<file path="src/shared/tcio_consts.svh">
`ifndef TCIO_CONSTS_SVH
`define TCIO_CONSTS_SVH

// Register map, byte offsets on the plain register port.
`define TCIO_ADDR_W        3
`define TCIO_OFF_CH0_AB    3'h0
`define TCIO_OFF_CH0_CD    3'h1
`define TCIO_OFF_CH1       3'h2
`define TCIO_OFF_CH2       3'h3
`define TCIO_OFF_CTRL      3'h4
`define TCIO_OFF_STAT      3'h5

// Reset values.
`define TCIO_RST_IOCTL     8'h00
`define TCIO_RST_CTRL      8'h00

// Function select field layout.
`define TCIO_FLD_LO_MSB    3
`define TCIO_FLD_LO_LSB    0
`define TCIO_FLD_HI_MSB    7
`define TCIO_FLD_HI_LSB    4
`define TCIO_FLD_CAP       3
`define TCIO_FLD_INIT      2
`define TCIO_ACT_OFF       2'h0
`define TCIO_ACT_LOW       2'h1
`define TCIO_ACT_HIGH      2'h2
`define TCIO_ACT_TOGGLE    2'h3

// Control register layout: count start bits per channel, buffer mode.
`define TCIO_CTRL_CST0     0
`define TCIO_CTRL_CST1     1
`define TCIO_CTRL_CST2     2
`define TCIO_CTRL_BUFA     4

// Number of register units handled here.
`define TCIO_UNITS         5
`define TCIO_CNT_W         16

`endif

</file>
<file path="src/shared/tcio_pkg.sv">
`default_nettype none

package tcio_pkg;

  typedef enum logic [1:0] {
    FN_OFF,
    FN_CMP,
    FN_CAP,
    FN_BAD
  } tcio_func_e;

endpackage

`default_nettype wire

</file>
<file path="src/hw/tcio_top.sv">
// Operation
// - Low nibble of each channel control register picks register A use.
// - Channel 0 second control register low nibble picks register C use.
// - Code 0x01 is compare; pin goes low on match.
// - Code 0x10 is compare; pin goes high on match.
// - Code 0x11 is compare; pin toggles on each match.
// - For compare codes bit 2 gives the initial pin level.
// - Code 1000 captures the counter on a rising pin edge.
// - Capture code with low bits 01 captures on a falling edge.
// - Capture code with bit 1 set captures on both edges.
// - Each capture register watches only its own dedicated channel pin.
// - In channel 2, bit 3 set selects capture regardless of bit 2.
// - Buffer mode on register C voids its setting and all its events.
// - Initial pin level applies only while the channel count is halted.
`timescale 1ns/1ns
`include "tcio_consts.svh"
`default_nettype none

module tcio_top (
  input  wire logic                     sys_clk,
  input  wire logic                     arst_n,
  input  wire logic [`TCIO_ADDR_W-1:0]  regAddr,
  input  wire logic [7:0]               regWrData,
  input  wire logic                     regWrStb,
  input  wire logic                     regRdStb,
  output logic      [7:0]               regRdData,
  input  wire logic [`TCIO_CNT_W-1:0]   ch0Count,
  input  wire logic [`TCIO_CNT_W-1:0]   ch1Count,
  input  wire logic [`TCIO_CNT_W-1:0]   ch2Count,
  input  wire logic [`TCIO_UNITS-1:0]   cmpMatch,
  input  wire logic [`TCIO_UNITS-1:0]   pinIn,
  output logic      [`TCIO_UNITS-1:0]   pinOut,
  output logic      [`TCIO_UNITS-1:0]   pinOeN,
  output logic      [`TCIO_UNITS-1:0]   capEvt,
  output logic      [`TCIO_UNITS-1:0]   cmpEvt,
  output logic      [`TCIO_UNITS-1:0][`TCIO_CNT_W-1:0] capValue
);
  import tcio_pkg::*;

  logic [7:0] ioCh0Ab_reg;
  logic [7:0] ioCh0Cd_reg;
  logic [7:0] ioCh1_reg;
  logic [7:0] ioCh2_reg;
  logic [7:0] ctrl_reg;
  logic [7:0] rdData_next;

  logic [3:0]             field     [`TCIO_UNITS];
  logic                   running   [`TCIO_UNITS];
  logic                   blocked   [`TCIO_UNITS];
  logic                   isCh2     [`TCIO_UNITS];
  logic [`TCIO_CNT_W-1:0] countOf   [`TCIO_UNITS];
  logic                   pinOut_reg [`TCIO_UNITS];
  logic                   pinOeN_reg [`TCIO_UNITS];
  logic                   pinPrev_reg [`TCIO_UNITS];
  logic                   capEvt_reg [`TCIO_UNITS];
  logic                   cmpEvt_reg [`TCIO_UNITS];
  logic [`TCIO_CNT_W-1:0] capVal_reg [`TCIO_UNITS];

  // Register writes. Unmapped offsets are ignored.
  always_ff @(posedge sys_clk or negedge arst_n) begin
    if (!arst_n) begin
      ioCh0Ab_reg <= `TCIO_RST_IOCTL;
      ioCh0Cd_reg <= `TCIO_RST_IOCTL;
      ioCh1_reg   <= `TCIO_RST_IOCTL;
      ioCh2_reg   <= `TCIO_RST_IOCTL;
      ctrl_reg    <= `TCIO_RST_CTRL;
    end else if (regWrStb) begin
      case (regAddr)
        `TCIO_OFF_CH0_AB: ioCh0Ab_reg <= regWrData;
        `TCIO_OFF_CH0_CD: ioCh0Cd_reg <= regWrData;
        `TCIO_OFF_CH1:    ioCh1_reg   <= regWrData;
        `TCIO_OFF_CH2:    ioCh2_reg   <= regWrData;
        `TCIO_OFF_CTRL:   ctrl_reg    <= regWrData;
        default: ;
      endcase
    end
  end

  // Read data stands for one cycle only, zero otherwise.
  always_comb begin
    rdData_next = 8'h00;
    if (regRdStb) begin
      case (regAddr)
        `TCIO_OFF_CH0_AB: rdData_next = ioCh0Ab_reg;
        `TCIO_OFF_CH0_CD: rdData_next = ioCh0Cd_reg;
        `TCIO_OFF_CH1:    rdData_next = ioCh1_reg;
        `TCIO_OFF_CH2:    rdData_next = ioCh2_reg;
        `TCIO_OFF_CTRL:   rdData_next = ctrl_reg;
        `TCIO_OFF_STAT:   rdData_next = {3'h0, pinOut};
        default:          rdData_next = 8'h00;
      endcase
    end
  end

  always_ff @(posedge sys_clk or negedge arst_n) begin
    if (!arst_n) begin
      regRdData <= 8'h00;
    end else begin
      regRdData <= rdData_next;
    end
  end

  // Unit order: ch0 A, ch0 C, ch1 A, ch2 A, ch2 B.
  assign field[0] = ioCh0Ab_reg[`TCIO_FLD_LO_MSB:`TCIO_FLD_LO_LSB];
  assign field[1] = ioCh0Cd_reg[`TCIO_FLD_LO_MSB:`TCIO_FLD_LO_LSB];
  assign field[2] = ioCh1_reg[`TCIO_FLD_LO_MSB:`TCIO_FLD_LO_LSB];
  assign field[3] = ioCh2_reg[`TCIO_FLD_LO_MSB:`TCIO_FLD_LO_LSB];
  assign field[4] = ioCh2_reg[`TCIO_FLD_HI_MSB:`TCIO_FLD_HI_LSB];

  assign running[0] = ctrl_reg[`TCIO_CTRL_CST0];
  assign running[1] = ctrl_reg[`TCIO_CTRL_CST0];
  assign running[2] = ctrl_reg[`TCIO_CTRL_CST1];
  assign running[3] = ctrl_reg[`TCIO_CTRL_CST2];
  assign running[4] = ctrl_reg[`TCIO_CTRL_CST2];

  assign countOf[0] = ch0Count;
  assign countOf[1] = ch0Count;
  assign countOf[2] = ch1Count;
  assign countOf[3] = ch2Count;
  assign countOf[4] = ch2Count;

  assign isCh2[0] = 1'b0;
  assign isCh2[1] = 1'b0;
  assign isCh2[2] = 1'b0;
  assign isCh2[3] = 1'b1;
  assign isCh2[4] = 1'b1;

  // Only register C of channel 0 can be turned into a buffer.
  assign blocked[0] = 1'b0;
  assign blocked[1] = ctrl_reg[`TCIO_CTRL_BUFA];
  assign blocked[2] = 1'b0;
  assign blocked[3] = 1'b0;
  assign blocked[4] = 1'b0;

  genvar u;
  generate
    for (u = 0; u < `TCIO_UNITS; u++) begin : g_unit
      tcio_func_e func;
      logic       rise;
      logic       fall;
      logic       capHit;
      logic       cmpHit;

      always_comb begin
        if (blocked[u]) begin
          func = FN_OFF;
        end else if (field[u][`TCIO_FLD_CAP] &&
                     (isCh2[u] || !field[u][`TCIO_FLD_INIT])) begin
          func = FN_CAP;
        end else if (field[u][`TCIO_FLD_CAP]) begin
          // A prohibited code leaves the unit inert rather than guessing.
          func = FN_BAD;
        end else if (field[u][1:0] == `TCIO_ACT_OFF) begin
          func = FN_OFF;
        end else begin
          func = FN_CMP;
        end
      end

      // Pins are taken as synchronous; the previous sample gives the edge.
      assign rise = pinIn[u] && !pinPrev_reg[u];
      assign fall = !pinIn[u] && pinPrev_reg[u];

      always_comb begin
        capHit = 1'b0;
        if (func == FN_CAP) begin
          if (field[u][1]) begin
            capHit = rise || fall;
          end else if (field[u][0]) begin
            capHit = fall;
          end else begin
            capHit = rise;
          end
        end
      end

      // Compare events survive with the pin disabled, but not in buffer mode.
      assign cmpHit = cmpMatch[u] && !blocked[u] &&
                      (func == FN_CMP || func == FN_OFF);

      always_ff @(posedge sys_clk or negedge arst_n) begin
        if (!arst_n) begin
          pinPrev_reg[u] <= 1'b0;
        end else begin
          pinPrev_reg[u] <= pinIn[u];
        end
      end

      always_ff @(posedge sys_clk or negedge arst_n) begin
        if (!arst_n) begin
          pinOut_reg[u] <= 1'b0;
        end else if (func == FN_CMP) begin
          if (!running[u]) begin
            pinOut_reg[u] <= field[u][`TCIO_FLD_INIT];
          end else if (cmpMatch[u]) begin
            case (field[u][1:0])
              `TCIO_ACT_LOW:    pinOut_reg[u] <= 1'b0;
              `TCIO_ACT_HIGH:   pinOut_reg[u] <= 1'b1;
              `TCIO_ACT_TOGGLE: pinOut_reg[u] <= !pinOut_reg[u];
              default:          pinOut_reg[u] <= pinOut_reg[u];
            endcase
          end
        end
      end

      always_ff @(posedge sys_clk or negedge arst_n) begin
        if (!arst_n) begin
          pinOeN_reg[u] <= 1'b1;
        end else begin
          pinOeN_reg[u] <= (func != FN_CMP);
        end
      end

      always_ff @(posedge sys_clk or negedge arst_n) begin
        if (!arst_n) begin
          capEvt_reg[u] <= 1'b0;
          capVal_reg[u] <= 16'h0000;
        end else begin
          capEvt_reg[u] <= capHit;
          if (capHit) begin
            capVal_reg[u] <= countOf[u];
          end
        end
      end

      always_ff @(posedge sys_clk or negedge arst_n) begin
        if (!arst_n) begin
          cmpEvt_reg[u] <= 1'b0;
        end else begin
          cmpEvt_reg[u] <= cmpHit;
        end
      end

      assign pinOut[u]   = pinOut_reg[u];
      assign pinOeN[u]   = pinOeN_reg[u];
      assign capEvt[u]   = capEvt_reg[u];
      assign cmpEvt[u]   = cmpEvt_reg[u];
      assign capValue[u] = capVal_reg[u];
    end
  endgenerate

endmodule

`default_nettype wire

</file>
<file path="config.mk">
export PLATFORM = sky130hd
export DESIGN_NAME = tcio_top
export DESIGN_NICKNAME = d
export VERILOG_FILES = /design/src/shared/tcio_pkg.sv /design/src/hw/tcio_top.sv
export VERILOG_INCLUDE_DIRS = /design/src /design/src/shared
export SDC_FILE = /design/constraint.sdc
export NUM_CORES = 1
export LEC_CHECK = 0
export CAP_MARGIN = 20
export CELL_PAD_IN_SITES_DETAIL_PLACEMENT = 0
export CELL_PAD_IN_SITES_GLOBAL_PLACEMENT = 1
export CORE_ASPECT_RATIO = 0.75
export CORE_MARGIN = 2
export CORE_UTILIZATION = 54
export CTS_BUF_LIST = sky130_fd_sc_hd__clkbuf_4 sky130_fd_sc_hd__clkbuf_8 sky130_fd_sc_hd__clkbuf_16
export CTS_CLUSTER_SIZE = 28
export DETAILED_ROUTE_END_ITERATION = 7
export DONT_BUFFER_PORTS = 1
export PLACE_DENSITY = 0.91
export SETUP_SLACK_MARGIN = 0.02
export SLEW_MARGIN = 20
export SYNTH_ARGS = -nofsm -noshare
export SYNTH_HDL_FRONTEND = slang
export SYNTH_SLANG_ARGS = --single-unit
export TNS_END_PERCENT = 50
</file>
<file path="constraint.sdc">
create_clock -name sys_clk -period 2.75 [get_ports sys_clk]
set_input_delay 0.275 -clock sys_clk [delete_from_list [all_inputs] [get_ports sys_clk]]
set_output_delay 0.275 -clock sys_clk [all_outputs]
set_load 0.005 [all_outputs]
</file>
==> out/results.ini <==
[outcome]
status=finished, violations left
violations=hold timing

[worst_setup_path]
worstPathMaxFanout=17
critPathLaunch=pinPrev_reg[3]$_DFF_PN0_
crit_buf_inv=1
r2r_cells=5
reg2reg_to=capValue[28]$_DFFE_PN0P_
critPathMaxStageDelay_ns=0.54
cp_slowest_cell=o21ai_4
cpMostUsedCell=mux2_2
critical_path.top_delay_family=multiplexers
cp_cell_sequence=inv_1 > ha_1 > mux2_2 > o21ai_4 > mux2_2
cp-start-kind=register
rrSetupSlack_ns=0.80
crit_path_end_kind=register
r2r_start=pinPrev_reg[3]$_DFF_PN0_
worstSetupEndpoint=capValue[28]$_DFFE_PN0P_
path_class=reg -> reg
cp.required_ns=3.04
cp.arrival_ns=2.24
cp.depth=5

[detailed_routing]
dr.pass1.iters=4
post_drt_wl_per_cell_um=20.88
drtAntennaViolNets=0
drc=0
vias_per_cell=5.542
drt_first_iter_violations=147
drt_wl_total_um=14720
dr_total_vias=3907

[global_route]
grt_max_degree=154
grt_overflow_total=0
track_usage_pct=22.29
antenna_found_initial=0
grt_first_pass_wirelength_um=21890
grt_pass1_vias=4023

[logic_synthesis]
synth_compound_area_share_pct=4.996
synth.mux.area_fraction_pct=25.08
synth_most_common_cell=dfrtp_1
synth.largest_area_cell=dfrtp_1
synth_edf_count=0
synth_top_family_by_area=multiplexers
synthTopCellsByCount=dfrtp_1 (148), mux2_2 (119), inv_1 (26)
avgSynthCellArea_um2=14.40
netlist_instances=454
synth_fa_ha_area_share_pct=3.637
synth_ff_type=dfrtp_1
synth_cell_types=34
async_reset_ff_share_pct=100.0
synth.net_count=546
synth-simple-area-share_pct=4.881
yosysSeqAreaShare_pct=58.67
synth_top_area_share_pct=56.66
synth.area.top_cells=dfrtp_1 (57%), mux2_2 (21%), ha_1 (3.6%), mux2_4 (2.3%), dfstp_2 (2.0%)
ys_seq_elements=153
yosysWarnings=0
synthesis.area_um2=6536
synth-xor-area-share_pct=0

[power]
p_int_mw=5.413
swShare_pct=28.71
clkPwrFrac_pct=31.0
p_switching_mw=2.180
power.total_mw=7.593
worst_ir_drop_vdd_mv=0.6757
seq_power_share_pct=50.8
p_leak_nw=3.570
combPwrFrac_pct=18.2
pwr_density_cell_nw_per_um2=953.4

[sta]
rsz0062_at_grt=no
fin_ws_ns=0.8032
fmax_mhz=513.7
setup_viol=0
fin_crit_ns=1.947
hold_viol_final=153
slew_headroom_pct=42.62
skew_ns=0.01280
tns_ns=0
worstMarginPinSlew_ns=0.8569
slew_violations=0
finalCritPeriodShare_pct=70.79
holdWs_ns=-0.4413

[cells_and_area]
largest_register_ffs=80
syn2layout_area_growth_pct=21.84
antenna_cells=0
nets=622
layout-drive-gt1-share_pct=33.52

[clock_network]
insertion_delay_ns=0.41
path_clk_slew_ns=0.06
ctsHoldBuffers=39
post-cts-setup-buffers=0
cts_made_buffers=17
ctsResizeCount=0
cts_tree=built
cts.path.max_buffers=2
cts_max_level=4
clkSinkCount=153
root_buffer=clkbuf_16

[place]
dp_hpwl_um=9344
numPortBuffers=0
place.gp.congestion=0.8209
post-place-ws_ns=0.8014

[die]
dieArea_um2=13010
core_area_um2=11700
num_rows=34
start_util_pct=55.87
io_pins=181
die_w_um=131.0
die_y_um=99.28

[min_path]
min_path_type=in -> async

[run]
maxCapViolCount=0

per-layer routing:
| metal | up-vias | global-route usage (%) | share of wire [%] |
|---|---|---|---|
| met2 | 166 | 33.20 | 46 |
| met5 | - | 0 | 0 |
| met3 | 15 | 9.091 | 10 |
| li1 | 1745 | - | - |
| met1 | 1981 | 30.37 | 42 |
| met4 | 0 | 6.219 | 0.93 |
through the flow:
stage / instances / util, % / area, um2 / hold WS, ns
2_1_floorplan: 454 / - / 6536 / -0.02059
3_3_place_gp: 603 / 56.91 / 6658 / -0.01660
3_5_place_dp: 603 / 56.91 / 6658 / -0.01486
4_1_cts: 674 / 65.42 / 7654 / -0.4573
5_1_grt: 705 / 68.07 / 7964 / -0.4762
6_report: 705 / 68.07 / 7964 / -0.4413
how the worst min path moves through the flow:
stage / startpoint / to / cells after the start
floorplan: arst_n / capEvt[0]$_DFF_PN0_ / 0
global placement: arst_n / cmpEvt[1]$_DFF_PN0_ / 0
detailed placement: arst_n / ioCh0Ab_reg[6]$_DFFE_PN0P_ / 0
CTS: arst_n / ioCh0Ab_reg[6]$_DFFE_PN0P_ / 0
global route: arst_n / ioCh0Ab_reg[6]$_DFFE_PN0P_ / 0
finish: arst_n / cmpEvt[1]$_DFF_PN0_ / 0
kinds of logic (layout without fill, tap and decap cells):
group	after synthesis	after routing
flip-flops	153	153
multiplexers	141	141
AND/OR/NAND/NOR	54	54
AO/OA/AOI/OAI	48	48
buffers and inverters	39	128
adder cells (fa/ha/maj)	19	19
cell type report:
type	count	area [um2]
Clock buffer	20	466.7
Tap cell	162	202.7
Inverter	26	97.59
Timing Repair Buffer	70	700.7
Multi-Input combinational cell	262	2522
Clock inverter	12	138.9
Fill cell	799	3735
Sequential cell	153	3835
cells in the final DEF, fill, tap and decap left out, types with 4 or more instances in the layout:
cell	Yosys	layout
clkbuf_16	0	17
nor2_1	10	10
nand2_1	19	19
nor2b_1	9	9
mux2_2	119	119
ha_1	19	19
a21oi_1	20	20
clkinvlp_4	0	4
dlygate4sd3_1	0	70
o21ai_0	15	15
dfrtp_1	148	148
inv_1	26	26
mux2_4	10	10
mux2i_1	10	10
dfstp_2	5	5
a211oi_1	6	6
power by group through the flow:
stage | clock network, mW | logic [mW] | registers (mW)
floorplan | 0 | 1.15 | 3.61
global placement | 0 | 1.20 | 3.84
detailed placement | 0 | 1.30 | 3.88
CTS | 2.39 | 1.35 | 3.85
global route | 2.50 | 1.52 | 3.98
finish | 2.35 | 1.38 | 3.86
No activity file was read; power rests on OpenSTA's default activity.
